`config.mk`:
```
export PLATFORM = sky130hd
export DESIGN_NAME = mmr_top
export DESIGN_NICKNAME = d
export VERILOG_FILES = /design/src/common/mmr_pkg.sv /design/src/logic/mmr_top.sv
export SDC_FILE = /design/constraint.sdc
export NUM_CORES = 1
export LEC_CHECK = 0
export BUFFER_PORTS_ARGS = -buffer_cell sky130_fd_sc_hd__clkbuf_2
export CAP_MARGIN = 20
export CORE_UTILIZATION = 50
export CTS_CLUSTER_DIAMETER = 40
export DETAILED_ROUTE_END_ITERATION = 8
export PLACE_DENSITY = 0.76
export REMOVE_ABC_BUFFERS = 1
export SLEW_MARGIN = 0
export SYNTH_ARGS = -nofsm -noshare
export SYNTH_HDL_FRONTEND = slang
export SYNTH_SLANG_ARGS = --single-unit
export TNS_END_PERCENT = 100
```
`constraint.sdc`:
```
create_clock -name aclk -period 10.5 [get_ports aclk]
set_input_delay 2.625 -clock aclk [delete_from_list [all_inputs] [get_ports aclk]]
set_output_delay 2.625 -clock aclk [all_outputs]
set_load 0.03 [all_outputs]
```
`src/common/mmr_pkg.sv`:
```
// Constants, field layouts and carrier types of the relocation and protection unit.
// Assumes one processor clock and a core that issues one reference at a time.
package mmr_pkg;

  // ----------------------------------------------------------------------
  // Register map
  // ----------------------------------------------------------------------
  localparam logic [7:0] OFS_KERN_BASE = 8'h00;
  localparam logic [7:0] OFS_KERN_DESC = 8'h20;
  localparam logic [7:0] OFS_USER_BASE = 8'h40;
  localparam logic [7:0] OFS_USER_DESC = 8'h60;
  localparam logic [7:0] OFS_CONTROL   = 8'h80;
  localparam logic [7:0] OFS_STATUS    = 8'h84;
  localparam logic [7:0] OFS_FAULT     = 8'h88;

  localparam logic [15:0] RST_PAGE_REG = 16'h0000;
  localparam logic [15:0] RST_STATUS   = 16'h0000;
  localparam logic [1:0]  RESP_OKAY    = 2'h0;
  localparam logic [1:0]  RESP_SLVERR  = 2'h2;

  // ----------------------------------------------------------------------
  // Field layouts
  // ----------------------------------------------------------------------
  localparam int BASE_LSB     = 0;
  localparam int BASE_W       = 12;
  localparam int KEY_LSB      = 1;
  localparam int KEY_W        = 2;
  localparam int CTL_RELOC    = 0;
  localparam int PS_CUR_LSB   = 14;
  localparam int PS_PREV_LSB  = 12;
  localparam int PS_PRI_LSB   = 5;
  localparam int PS_TRAP_BIT  = 4;
  localparam int PAGE_SEL_LSB = 13;
  localparam int BLOCK_SHIFT  = 6;

  localparam logic [1:0] MODE_KERNEL  = 2'h0;
  localparam logic [1:0] MODE_USER    = 2'h3;
  localparam logic [2:0] KEY_NONRES   = 3'h0;
  localparam logic [2:0] KEY_READONLY = 3'h2;
  localparam logic [2:0] KEY_FULL     = 3'h4;
  localparam logic [2:0] PRI_BOOT     = 3'h7;
  localparam logic [2:0] PRI_CLEAR    = 3'h0;
  localparam logic [2:0] IO_PAGE_SEL  = 3'h7;
  localparam logic [1:0] IO_PAGE_TOP  = 2'h3;

  // Cycles from reset release until the synchronised strap is settled.
  localparam logic [1:0] STRAP_SETTLE = 2'h3;

  // ----------------------------------------------------------------------
  // Status word commands
  // ----------------------------------------------------------------------
  typedef enum logic [4:0] {
    PS_NONE     = 5'h01,
    PS_TRAP     = 5'h02,
    PS_RETURN   = 5'h04,
    PS_MOVE     = 5'h08,
    PS_EXPLICIT = 5'h10
  } mmr_ps_op_t;

  // ----------------------------------------------------------------------
  // Carriers
  // ----------------------------------------------------------------------
  typedef struct packed {
    logic        valid;
    logic        write;
    logic        use_prev;
    logic [15:0] vaddr;
  } mmr_req_t;

  typedef struct packed {
    logic        valid;
    logic        fault;
    logic        nonres;
    logic        readonly;
    logic        io_page;
    logic [17:0] paddr;
  } mmr_rsp_t;

endpackage

```
`src/logic/mmr_top.sv`:
```
// Virtual to physical relocation, page protection, mode and stack pointer selection.
// Assumes an AXI4-Lite master for software and a core on the same clock.
//
// Overview of operation
// - Translate 16-bit virtual address to 18-bit physical via selected register pair.
// - Each mode has eight 8K-byte pages, each relocated separately.
// - Page base may sit on any 64-byte boundary.
// - Pages relocate independently; several may share memory with different rights.
// - Topmost 8K bytes of physical space is the peripheral register page.
// - Block is 64 bytes, every page a fixed 128 blocks with no length check, eight pages per mode.
// - Relocation constant comes straight from the page base register.
// - Access key 0 means non-resident; any access aborts at once.
// - Abort stops the instruction immediately; faulting reference never completes.
// - Key 2 allows reads and fetches, aborts any write.
// - Key 4 grants full read and write access.
// - Two full register sets; current or previous mode chooses between them.
// - Status bits 15:14 are current mode, selecting set for ordinary references.
// - Status bits 13:12 are previous mode, for cross-space instructions.
// - Trap or interrupt copies old current mode into previous mode.
// - Current mode clears at power-up, selecting kernel.
// - Mode 00 kernel, 11 user; 01 and 10 never abort.
// - Register six references use current mode stack pointer, relocation or not.
// - Kernel software may write the whole status word.
// - User return keeps priority and modes; move-to-status never changes current mode.
// - Power-up sets priority for bootstrap, clears it otherwise.
`timescale 1ns/1ps

module mmr_top (
  // Clock and reset
  input  wire logic               aclk,
  input  wire logic               aresetn,
  // AXI4-Lite write address and data
  input  wire logic [7:0]         s_awaddr,
  input  wire logic               s_awvalid,
  output logic                    s_awready,
  input  wire logic [31:0]        s_wdata,
  input  wire logic [3:0]         s_wstrb,
  input  wire logic               s_wvalid,
  output logic                    s_wready,
  // AXI4-Lite write response
  output logic [1:0]              s_bresp,
  output logic                    s_bvalid,
  input  wire logic               s_bready,
  // AXI4-Lite read
  input  wire logic [7:0]         s_araddr,
  input  wire logic               s_arvalid,
  output logic                    s_arready,
  output logic [31:0]             s_rdata,
  output logic [1:0]              s_rresp,
  output logic                    s_rvalid,
  input  wire logic               s_rready,
  // Core reference port
  input  wire mmr_pkg::mmr_req_t  core_req,
  output mmr_pkg::mmr_rsp_t       core_rsp_q,
  // Core status word port
  input  wire mmr_pkg::mmr_ps_op_t ps_op,
  input  wire logic [15:0]        ps_src,
  output logic [15:0]             ps_word_q,
  // Core stack pointer port
  input  wire logic               sp_we,
  input  wire logic [15:0]        sp_wdata,
  output logic [15:0]             sp_rdata_q,
  // Power-up start strap, high when starting the bootstrap
  input  wire logic               boot_strap
);

  // ----------------------------------------------------------------------
  // Decoding helpers
  // ----------------------------------------------------------------------
  // Codes 01 and 10 fall back to the kernel set instead of aborting.
  // mode codes never abort
  function automatic logic is_user(input logic [1:0] mode);
    is_user = (mode == mmr_pkg::MODE_USER);
  endfunction

  function automatic logic [2:0] key_of(input logic [15:0] desc);
    key_of = {desc[mmr_pkg::KEY_LSB +: mmr_pkg::KEY_W], 1'b0};
  endfunction

  // ----------------------------------------------------------------------
  // Storage
  // ----------------------------------------------------------------------
  logic [15:0] base_q [2][8];
  logic [15:0] desc_q [2][8];
  logic [15:0] sp_q [2];
  logic        reloc_en_q;
  logic [15:0] ps_q;
  logic [15:0] fault_va_q;
  logic [3:0]  fault_info_q;
  logic        strap_s1_q;
  logic        strap_s2_q;
  logic [1:0]  settle_q;
  logic        init_pending_q;

  logic [1:0]  cur_mode;
  logic [1:0]  prev_mode;
  assign cur_mode  = ps_q[mmr_pkg::PS_CUR_LSB +: 2];
  assign prev_mode = ps_q[mmr_pkg::PS_PREV_LSB +: 2];

  // ----------------------------------------------------------------------
  // AXI4-Lite write channel
  // ----------------------------------------------------------------------
  logic        aw_got_q;
  logic        w_got_q;
  logic [7:0]  aw_addr_q;
  logic [31:0] w_data_q;
  logic [3:0]  w_strb_q;
  logic        wr_fire;
  logic        wr_page;
  logic        wr_hit;

  assign wr_fire = aw_got_q && w_got_q && !s_bvalid;
  assign wr_page = (aw_addr_q[1:0] == 2'h0) && (aw_addr_q[7] == 1'b0);
  assign wr_hit  = wr_page || (aw_addr_q == mmr_pkg::OFS_CONTROL);

  always_ff @(posedge aclk) begin
    if (!aresetn) begin
      aw_got_q  <= 1'b0;
      aw_addr_q <= 8'h00;
      s_awready <= 1'b0;
    end else begin
      s_awready <= !aw_got_q && !(s_awvalid && s_awready) && !s_bvalid;
      if (s_awvalid && s_awready) begin
        aw_got_q  <= 1'b1;
        aw_addr_q <= s_awaddr;
        s_awready <= 1'b0;
      end else if (wr_fire) begin
        aw_got_q <= 1'b0;
      end
    end
  end

  always_ff @(posedge aclk) begin
    if (!aresetn) begin
      w_got_q  <= 1'b0;
      w_data_q <= 32'h0000_0000;
      w_strb_q <= 4'h0;
      s_wready <= 1'b0;
    end else begin
      s_wready <= !w_got_q && !(s_wvalid && s_wready) && !s_bvalid;
      if (s_wvalid && s_wready) begin
        w_got_q  <= 1'b1;
        w_data_q <= s_wdata;
        w_strb_q <= s_wstrb;
        s_wready <= 1'b0;
      end else if (wr_fire) begin
        w_got_q <= 1'b0;
      end
    end
  end

  always_ff @(posedge aclk) begin
    if (!aresetn) begin
      s_bvalid <= 1'b0;
      s_bresp  <= mmr_pkg::RESP_OKAY;
    end else if (wr_fire) begin
      s_bvalid <= 1'b1;
      s_bresp  <= wr_hit ? mmr_pkg::RESP_OKAY : mmr_pkg::RESP_SLVERR;
    end else if (s_bready) begin
      s_bvalid <= 1'b0;
    end
  end

  // ----------------------------------------------------------------------
  // Page register sets
  // ----------------------------------------------------------------------
  // two register sets
  for (genvar s = 0; s < 2; s++) begin : g_set
    for (genvar p = 0; p < 8; p++) begin : g_page
      logic hit_base;
      logic hit_desc;
      assign hit_base = wr_fire && wr_page && (aw_addr_q[6:5] == 2'(2 * s)) &&
                        (aw_addr_q[4:2] == 3'(p));
      assign hit_desc = wr_fire && wr_page && (aw_addr_q[6:5] == 2'(2 * s + 1)) &&
                        (aw_addr_q[4:2] == 3'(p));
      always_ff @(posedge aclk) begin
        if (!aresetn) begin
          base_q[s][p] <= mmr_pkg::RST_PAGE_REG;
          desc_q[s][p] <= mmr_pkg::RST_PAGE_REG;
        end else begin
          for (int b = 0; b < 2; b++) begin
            if (hit_base && w_strb_q[b]) begin
              base_q[s][p][8*b +: 8] <= w_data_q[8*b +: 8];
            end
            if (hit_desc && w_strb_q[b]) begin
              desc_q[s][p][8*b +: 8] <= w_data_q[8*b +: 8];
            end
          end
        end
      end
    end
  end

  always_ff @(posedge aclk) begin
    if (!aresetn) begin
      reloc_en_q <= 1'b0;
    end else if (wr_fire && (aw_addr_q == mmr_pkg::OFS_CONTROL) && w_strb_q[0]) begin
      reloc_en_q <= w_data_q[mmr_pkg::CTL_RELOC];
    end
  end

  // ----------------------------------------------------------------------
  // AXI4-Lite read channel
  // ----------------------------------------------------------------------
  logic [31:0] rd_word;
  logic        rd_hit;
  logic        rd_set;

  always_comb begin
    rd_word = 32'h0000_0000;
    rd_hit  = 1'b1;
    rd_set  = s_araddr[6];
    if (s_araddr[1:0] != 2'h0) begin
      rd_hit = 1'b0;
    end else if (s_araddr[7] == 1'b0) begin
      rd_word[15:0] = s_araddr[5] ? desc_q[rd_set][s_araddr[4:2]] :
                                    base_q[rd_set][s_araddr[4:2]];
    end else if (s_araddr == mmr_pkg::OFS_CONTROL) begin
      rd_word[mmr_pkg::CTL_RELOC] = reloc_en_q;
    end else if (s_araddr == mmr_pkg::OFS_STATUS) begin
      rd_word[15:0] = ps_q;
    end else if (s_araddr == mmr_pkg::OFS_FAULT) begin
      rd_word[19:0] = {fault_info_q, fault_va_q};
    end else begin
      rd_hit = 1'b0;
    end
  end

  always_ff @(posedge aclk) begin
    if (!aresetn) begin
      s_arready <= 1'b0;
      s_rvalid  <= 1'b0;
      s_rdata   <= 32'h0000_0000;
      s_rresp   <= mmr_pkg::RESP_OKAY;
    end else begin
      s_arready <= !s_rvalid && !(s_arvalid && s_arready);
      if (s_arvalid && s_arready) begin
        s_arready <= 1'b0;
        s_rvalid  <= 1'b1;
        s_rdata   <= rd_word;
        s_rresp   <= rd_hit ? mmr_pkg::RESP_OKAY : mmr_pkg::RESP_SLVERR;
      end else if (s_rready) begin
        s_rvalid <= 1'b0;
      end
    end
  end

  // ----------------------------------------------------------------------
  // Address translation and protection
  // ----------------------------------------------------------------------
  logic        xl_user;
  logic [2:0]  xl_page;
  logic [15:0] xl_base;
  logic [2:0]  xl_key;
  logic [17:0] xl_pa;
  logic        xl_nonres;
  logic        xl_ro;

  always_comb begin
    xl_user = is_user(core_req.use_prev ? prev_mode : cur_mode);
    xl_page = core_req.vaddr[mmr_pkg::PAGE_SEL_LSB +: 3];
    xl_base = base_q[xl_user][xl_page];
    xl_key  = key_of(desc_q[xl_user][xl_page]);
    xl_pa = 18'({xl_base[mmr_pkg::BASE_LSB +: mmr_pkg::BASE_W], 6'h00}) +
            18'(core_req.vaddr[mmr_pkg::PAGE_SEL_LSB-1:0]);
    xl_nonres = (xl_key != mmr_pkg::KEY_READONLY) && (xl_key != mmr_pkg::KEY_FULL);
    xl_ro = (xl_key == mmr_pkg::KEY_READONLY) && core_req.write;
    if (!reloc_en_q) begin
      // With relocation off the top page still reaches the peripheral page.
      xl_pa     = (xl_page == mmr_pkg::IO_PAGE_SEL) ? {mmr_pkg::IO_PAGE_TOP, core_req.vaddr} :
                                                      {2'h0, core_req.vaddr};
      xl_nonres = 1'b0;
      xl_ro     = 1'b0;
    end
  end

  always_ff @(posedge aclk) begin
    if (!aresetn) begin
      core_rsp_q <= '0;
    end else begin
      core_rsp_q.valid    <= core_req.valid;
      core_rsp_q.fault    <= core_req.valid && (xl_nonres || xl_ro);
      core_rsp_q.nonres   <= core_req.valid && xl_nonres;
      core_rsp_q.readonly <= core_req.valid && xl_ro;
      core_rsp_q.io_page  <= core_req.valid && (xl_pa[17:13] == 5'h1f);
      core_rsp_q.paddr    <= (xl_nonres || xl_ro) ? 18'h00000 : xl_pa;
    end
  end

  always_ff @(posedge aclk) begin
    if (!aresetn) begin
      fault_va_q   <= 16'h0000;
      fault_info_q <= 4'h0;
    end else if (core_req.valid && (xl_nonres || xl_ro)) begin
      fault_va_q   <= core_req.vaddr;
      fault_info_q <= {core_req.write, xl_user, xl_ro, xl_nonres};
    end
  end

  // ----------------------------------------------------------------------
  // Stack pointers
  // ----------------------------------------------------------------------
  // stack pointer by mode
  always_ff @(posedge aclk) begin
    if (!aresetn) begin
      sp_q[0]    <= 16'h0000;
      sp_q[1]    <= 16'h0000;
      sp_rdata_q <= 16'h0000;
    end else begin
      if (sp_we) begin
        sp_q[is_user(cur_mode)] <= sp_wdata;
      end
      sp_rdata_q <= sp_we ? sp_wdata : sp_q[is_user(cur_mode)];
    end
  end

  // ----------------------------------------------------------------------
  // Processor status word
  // ----------------------------------------------------------------------
  // The strap is caught after release; a reset flop may only take a constant.
  always_ff @(posedge aclk) begin
    if (!aresetn) begin
      strap_s1_q <= 1'b0;
      strap_s2_q <= 1'b0;
    end else begin
      strap_s1_q <= boot_strap;
      strap_s2_q <= strap_s1_q;
    end
  end

  always_ff @(posedge aclk) begin
    if (!aresetn) begin
      settle_q       <= 2'h0;
      init_pending_q <= 1'b1;
    end else if (init_pending_q) begin
      settle_q <= settle_q + 2'h1;
      if (settle_q == mmr_pkg::STRAP_SETTLE) begin
        init_pending_q <= 1'b0;
      end
    end
  end

  logic [15:0] ps_d;

  always_comb begin
    ps_d = ps_q;
    case (ps_op)
      mmr_pkg::PS_NONE: begin
        ps_d = ps_q;
      end
      mmr_pkg::PS_TRAP: begin
        ps_d = ps_src;
        ps_d[mmr_pkg::PS_PREV_LSB +: 2] = cur_mode;
      end
      mmr_pkg::PS_RETURN: begin
        ps_d = ps_src;
        if (is_user(cur_mode)) begin
          ps_d[15:12] = ps_q[15:12];
          ps_d[mmr_pkg::PS_PRI_LSB +: 3] = ps_q[mmr_pkg::PS_PRI_LSB +: 3];
        end
      end
      mmr_pkg::PS_MOVE: begin
        if (is_user(cur_mode)) begin
          ps_d[3:0] = ps_src[3:0];
        end else begin
          ps_d = ps_src;
          ps_d[mmr_pkg::PS_TRAP_BIT] = ps_q[mmr_pkg::PS_TRAP_BIT];
        end
        ps_d[mmr_pkg::PS_CUR_LSB +: 2] = cur_mode;
      end
      mmr_pkg::PS_EXPLICIT: begin
        ps_d = ps_src;
        if (is_user(cur_mode)) begin
          ps_d[mmr_pkg::PS_TRAP_BIT] = ps_q[mmr_pkg::PS_TRAP_BIT];
        end
      end
      default: begin
        ps_d = ps_q;
      end
    endcase
    if (init_pending_q && (settle_q == mmr_pkg::STRAP_SETTLE)) begin
      ps_d[mmr_pkg::PS_PRI_LSB +: 3] = strap_s2_q ? mmr_pkg::PRI_BOOT : mmr_pkg::PRI_CLEAR;
    end
  end

  always_ff @(posedge aclk) begin
    if (!aresetn) begin
      ps_q      <= mmr_pkg::RST_STATUS;
      ps_word_q <= mmr_pkg::RST_STATUS;
    end else begin
      ps_q      <= ps_d;
      ps_word_q <= ps_d;
    end
  end

endmodule

```
==> impl_results.md, run 1 <==
- Outcome: completed
- Main area contributors after synthesis: edfxtp_1, and2_1, mux4_2
- Die Area: 66600 sq um
- Reg2reg setup slack: around 5.5 ns
- Vias/cell: 6.06
- Gr usage total: 26.1%
- Final core occ: 59.2%
- Post-synth cell types: 70
- Finished Layout Cells: around 3700
- Worst setup endpoint: core_rsp_q[18]
- Required @ worst endpoint: 11.03 ns
- Hold_sp: strap_s1_q
- Logic pwr share: a little under 8%
- Crit. End Element: register
- Cell internal pwr: 5.26 mW
- Mapped cell area: between 30000 and 40000 sq um
- Post-synth top flop: edfxtp_1
- Min Hold Slack: 0.434 ns
- Clk sinks: 680
- Worst R2R Start: ps_q[15]
- Final hold vios: 0
- PwrDens: 181 nW/um^2
- Detailed-route wire length per cell: 24.1 um
- Hold depth: 1
- Setup TNS Final: 0 ns
- CTS Hold Bufs: 0
- Die W: between 200 and 300 um
- Worst Hold Class: register to register
- Synthesized flop and latch total: 680
- DP Wirelength: 57500 um
- Period utilization: 62.0%
- # rows: 93
- Io pins: 213
- Clock slew seen by the registers of the worst setup and hold paths: around 0.06 ns
- Fmax: 154 MHz
- CTS max path bufs: 3
- Largest net degree at the start of global routing: 118
- Port Buf Inserts: 180
- Worst skew pair latency: 0.64 ns
- Fraction of layout cells with a size suffix above 1: ~22%
- Startpoint Class: primary input
- CTS tree: built
- Max_cap viols: 0
- Placed inst area: 34400 sq um
- Worst Tran Pin Value: between 1 and 1.5 ns
- Number of global-route vias before repair: 22379
- Final WS setup: 3.99 ns
- Post-Place Cells: roughly 3400
- Pre-CTS setup slack: 2.86 ns
- Top cell type's share of synthesized area: 49.9%
- Post-CTS sizing: 0
- Synthesis-to-layout area growth: 16.6%
- Total gr overflow: 0
- YS warnings: 0
- Post-synth EDFFs: 544
- Pleak: 14.4 nW
- P_sw: 1.67 mW
- Setup Fix Bufs, Post-CTS: 0
- CP Class: primary input to register
- Core area: 64600 sq um
- RD Place Congestion: 0.931
- Initial antenna violation count: 3
- Die height: roughly 260 um
- Clock power frac: 48.2%
- Crit Path Max Fanout: 11
- Net Sw Frac: 24.1%
- Slew Limit Headroom: 25.6%
- Htree depth: 3
- ANT nets after route: 0
- Unrepaired setup endpoints after global routing: no
- Reg2Reg Capture Point: core_rsp_q[18]
- Fraction of registers with async set/reset: 0%
- Initial Util: 50.7%
- Slew Viols, Final: 0
- Critical Path AT: 7.04 ns
- Multi-input logic area: 12800 sq um
- Sequential-to-total area share from yosys stat: 58.2%
- Syn Inst Count: ~2500
- Setup-failing EPs final: 0
- Min cycle time layout: 6.51 ns
- First-pass GRT wire length: 132000 um
- Clk_skew: 0.0265 ns
- Syn avg cell area: 12.9 sq um
- CTS Root Cell: clkbuf_16
- Iteration-0 DRC Markers: 2683
- Yosys top cell by area: edfxtp_1
- Layout fillers: 4826
- Total number of vias: 22111
- # nets final: 2839
- Reg2reg path depth: 15
- Total power: 6.93 mW
- Design Area, Final: 38200 sq um
- Final wirelength: 87900 um
- Reg power frac: between 40% and 50%
- Sequential Area: 19100 sq um
- Drt first pass iters: 5
- CTS Buf Count: 97
- VDD IR max: 104 uV
- DRC viols: 0
- Worst setup path startpoint: core_req[16]
-- cells by family after synthesis --
group,Yosys count,synth area share [%]
AOI/OAI and AO/OA,344,7.04
xor gates and xnor gates,11,0.294
adders and majority gates,10,0.405
buffers and inverters,216,2.96
DFF,680,58.2
muxes,258,14.1
other,1,0.0114
and+or+nand+nor,1012,17.0
-- registers in the layout, indices dropped and copies added, names as in the netlist, 2 cells and up --
signal,cells
base_q,256
desc_q,256
sp_q,32
core_rsp_q,23
s_rdata,20
fault_va_q,16
ps_q,16
sp_rdata_q,16
w_data_q,16
aw_addr_q,8
fault_info_q,4
settle_q,2
w_strb_q,2
-- power groups by stage --
| stage | logic [mW] | registers (mW) | clock network (mW) |
|---|---|---|---|
| 3_5_place_dp | 0.492 | 3.12 | 0 |
| 3_3_place_gp | 0.473 | 3.12 | 0 |
| 6_report | 0.533 | 3.05 | 3.34 |
| 5_1_grt | 0.563 | 3.06 | 3.48 |
| 4_1_cts | 0.496 | 3.07 | 3.36 |
| 2_1_floorplan | 0.254 | 3.12 | 0 |
-- cells in the mapped netlist (8+ instances only) --
library cell	number
a211oi_1	29
a21boi_0	47
a21oi_1	40
a221oi_1	21
a22oi_1	26
a311oi_1	10
a31oi_1	9
and2_1	575
buf_1	11
buf_2	28
buf_4	20
clkbuf_1	140
dfxtp_1	136
edfxtp_1	544
ha_1	9
inv_1	11
mux2i_1	93
mux4_2	157
nand2_1	188
nand2b_1	17
nand3_1	24
nor2_1	114
nor2b_1	41
nor3_1	10
o21ai_0	113
xnor2_1	8
-- final cells by class --
type | count | area share (%)
Antenna cell | 3 | 0.0196
Clock buffer | 111 | 6.98
Clock inverter | 68 | 1.91
Inverter | 12 | 0.118
Multi-Input combinational cell | 1649 | 33.5
Sequential cell | 680 | 49.9
Tap cell | 855 | 2.80
Timing Repair Buffer | 272 | 4.84
-- routing by layer --
metal | routed length, um | GRT usage (%)
met1 | 33200 | 33.7
met2 | 42200 | 42.6
met3 | 9160 | 6.16
met4 | 3140 | 10.3
met5 | 105 | 1.14
-- cells in the final DEF, fill, tap and decap left out, drive strengths merged, types with 26 or more instances in the layout --
cell,Yosys,layout
inv,11,33
a211oi,30,30
mux2i,93,93
edfxtp,544,544
nor2,115,115
clkinv,1,29
and2,575,575
a22oi,26,26
a21boi,48,48
a21oi,40,40
nand2,188,188
nor2b,42,42
mux4,161,161
clkbuf,140,293
buf,64,90
dfxtp,136,136
o21ai,113,113
-- critical path: stages --
cell,delay (ns)
clkbuf_2,0.10
and3_1,0.29
nor2_4,0.42
buf_4,0.38
mux4_2,0.54
mux4_2,0.51
ha_1,0.24
fa_1,0.43
a21o_1,0.17
a21oi_1,0.22
nand2b_1,0.17
nand2_1,0.05
and4_1,0.17
xnor2_1,0.14
nand2b_1,0.18
a2111oi_2,0.38
-- how the worst min path moves through the flow --
stage | end | slack, ns
detailed placement | strap_s2_q | 0.43
global placement | strap_s2_q | 0.42
global route | strap_s2_q | 0.48
floorplan | strap_s2_q | 0.41
finish | strap_s2_q | 0.43
CTS | strap_s2_q | 0.43
Power figures use the tool's default switching activity.
==> run 2, diff against run 1 <==
PLACE_DENSITY = 0.78   (was 0.76)
clock period = 5.25 ns   (was 10.5 ns; I/O delays follow)
==> run 2 against run 1 <==
  * Routed wire length about the same
  * Global-route usage about the same
  * Worst hold slack better by 0.0030 ns
  * Clock power up 90%
  * Power up 95%
  * Setup slack worse by 3.3 ns
  * Clock skew down 0.0016 ns
  * Design area about the same
  * Non-clock buffer count up 35
  * Combinational power up 100%
==> impl_results.md, run 2 (synthesized netlist as in run 1, its figures left out) <==
- Hold depth: 2 (+1)
- RD Place Congestion: 0.913 (-1.9%)
- Placed inst area: 34600 sq um (+0.58%)
- Largest net degree at the start of global routing: 83 (-30%)
- Fmax: about 220 MHz
- CTS tree: built
- Design Area, Final: 38200 sq um (about the same)
- Detailed-route wire length per cell: 23.9 um (-0.61%)
- Hold EP: s_rdata[8]
- Clk_skew: 0.0248 ns (-0.00165 ns)
- Hold_sp: s_rdata[8]
- Commonest non-fill, non-tap cells in the layout: and2_1, edfxtp_1, nand2_1, clkbuf_2, mux4_2
- CP Class: primary input to register
- Iteration-0 DRC Markers: 2594 (-3.3%)
- Fraction of layout cells with a size suffix above 1: 22.7% (+0.47 points)
- DP Wirelength: 59300 um (+3.1%)
- ANT nets after route: 0 (unchanged)
- Outcome: completed
- CTS Buf Count: 90 (-7.2%)
- Reg2Reg Capture Point: core_rsp_q[18]
- Io pins: 213 (unchanged)
- CTS Hold Bufs: 0 (unchanged)
- Min cycle time layout: roughly 4.6 ns
- Core area: 64600 sq um (unchanged)
- Setup Fix Bufs, Post-CTS: 0 (unchanged)
- Startpoint Class: primary input
- # rows: 93 (unchanged)
- Worst Tran Pin Value: 1.07 ns (-0.0440 ns)
- Worst path max stage delay: 0.60 ns (+0.06 ns)
- Reg2reg setup slack: 0.89 ns (-4.65 ns)
- Number of global-route vias before repair: 22209 (-0.76%)
- Clk sinks: 680 (unchanged)
- Total number of vias: 22397 (+1.3%)
- Period utilization: about 87%
- Layout fillers: 4818 (-0.17%)
- CTS Root Cell: clkbuf_16
- Slew Limit Headroom: 28.1% (+2.6 points)
- Total gr overflow: 0 (unchanged)
- Unrepaired setup endpoints after global routing: no
- Pleak: 14.5 nW (+0.27%)
- Initial antenna violation count: 2 (-1)
- Slew Viols, Final: 0 (unchanged)
- Port Buf Inserts: 180 (unchanged)
- CTS max path bufs: 3 (unchanged)
- Worst-path cell chain: clkbuf_2 -> nand3b_1 -> nand2_2 -> mux4_2 -> mux4_2 -> ha_1 -> fa_1 -> a21o_1 -> a21oi_1 -> nand2b_1 -> nand2_1 -> and4_1 -> xnor2_1 -> nand2b_1 -> a2111oi_2
- Gr usage total: 26.1% (-0.026 points)
- Final wirelength: 87800 um (about the same)
- Synthesis-to-layout area growth: 16.6% (about the same)
- Worst skew pair latency: 0.66 ns (+0.02 ns)
- Initial Util: 50.7% (unchanged)
- Finished Layout Cells: 3669 (+0.52%)
- Largest registers: base_q (256), desc_q (256), sp_q (32)
- Final WS setup: 0.673 ns (-3.32 ns)
- First-pass GRT wire length: 131000 um (-0.48%)
- Die W: 258 um (unchanged)
- Worst R2R Start: ps_q[14]
- Post-Place Cells: 3465 (+0.87%)
- Critical Path AT: 5.11 ns (-1.93 ns)
- Most common cell after layout, fill and taps aside: and2_1
- CP max-delay cell: mux4_2
- Crit Path Max Fanout: 8 (-3)
- Htree depth: 3 (unchanged)
- Die height: 258 um (unchanged)
- Crit. End Element: register
- Setup-failing EPs final: 0 (unchanged)
- Pre-CTS setup slack: 0.0318 ns (-2.82 ns)
- Required @ worst endpoint: 5.79 ns (-5.24 ns)
- Reg2reg path depth: 14 (-1)
- Clock slew seen by the registers of the worst setup and hold paths: 0.06 ns (about the same)
- # nets final: 2867 (+0.99%)
- Max_cap viols: 0 (unchanged)
- VDD IR max: 249 uV (+140%)
- DRC viols: 0 (unchanged)
- Worst Hold Class: register to register
- PwrDens: 355 nW/um^2 (+96%)
- Post-CTS sizing: 0 (unchanged)
- Die Area: 66600 sq um (unchanged)
- Final hold vios: 0 (unchanged)
- Drt first pass iters: 6 (+1)
- Vias/cell: 6.10 (+0.77%)
## run 2: changes by cell type in the layout (fill, tap and decap cells not counted), moves of 3 or more
cell	previous run	this run
inv_8	8	4
buf_4	55	81
o21ai_0	105	112
buf_2	18	27
clkinv_2	9	5
inv_6	13	16
clkbuf_1	3	6
o21ai_1	8	1
clkbuf_16	104	93
inv_16	0	3
clkinv_4	13	7
## run 2: layout make-up
class	instances	area (sq um)	area share, %
Clock buffer	104	2420	6.33
Multi-Input combinational cell	1649	12800	33.5
Antenna cell	1	2.50	0.00655
Inverter	12	45.0	0.118
Sequential cell	680	19100	49.9
Timing Repair Buffer	307	2070	5.42
Clock inverter	61	737	1.93
Tap cell	855	1070	2.80
## run 2: report_power, final
part	leakage, nW	internal, mW	total (mW)	switching, mW
sequential	6.74	5.99	6.11	0.112
combinational	6.20	0.419	1.08	0.662
clock	1.53	3.84	6.35	2.52
## run 2: metrics by stage
stage	hold slack (ns)	utilization [%]	setup TNS [ns]	total power, mW
finish	0.437	59.1	0	13.5
global route	0.454	59.1	0	13.9
CTS	0.440	58.4	0	13.5
detailed placement	0.431	53.5	0	7.24
global placement	0.425	53.4	0	7.19
floorplan	0.412	-	-3.26	6.74
## run 2: critical path: cells and delay by family
| family | cells | cell delay (ns) |
|---|---|---|
| AND/OR/NAND/NOR | 6 | 1.09 |
| multiplexers | 2 | 1.07 |
| AO/OA/AOI/OAI | 3 | 0.72 |
| adder cells (fa/ha/maj) | 2 | 0.67 |
| XOR/XNOR | 1 | 0.13 |
| buffers and inverters | 1 | 0.10 |
## run 2: worst max path at each step
| stage | startpoint | end | slack (ns) |
|---|---|---|---|
| 3_5_place_dp | core_req[16] | core_rsp_q[18] | 0.03 |
| 6_report | core_req[16] | core_rsp_q[18] | 0.67 |
| 3_3_place_gp | core_req[16] | core_rsp_q[18] | 0.1 |
| 2_1_floorplan | core_req[16] | core_rsp_q[18] | -0.79 |
| 4_1_cts | core_req[16] | core_rsp_q[18] | 0.69 |
| 5_1_grt | core_req[16] | core_rsp_q[18] | 0.47 |
## run 2: per-layer routing
metal	up-vias	GRT usage [%]	share of wire, %
met2	1346	42.7	48
met1	11087	33.3	37
met4	2	10.3	4.1
met3	261	6.85	11
li1	9701	-	-
met5	-	0	0.015
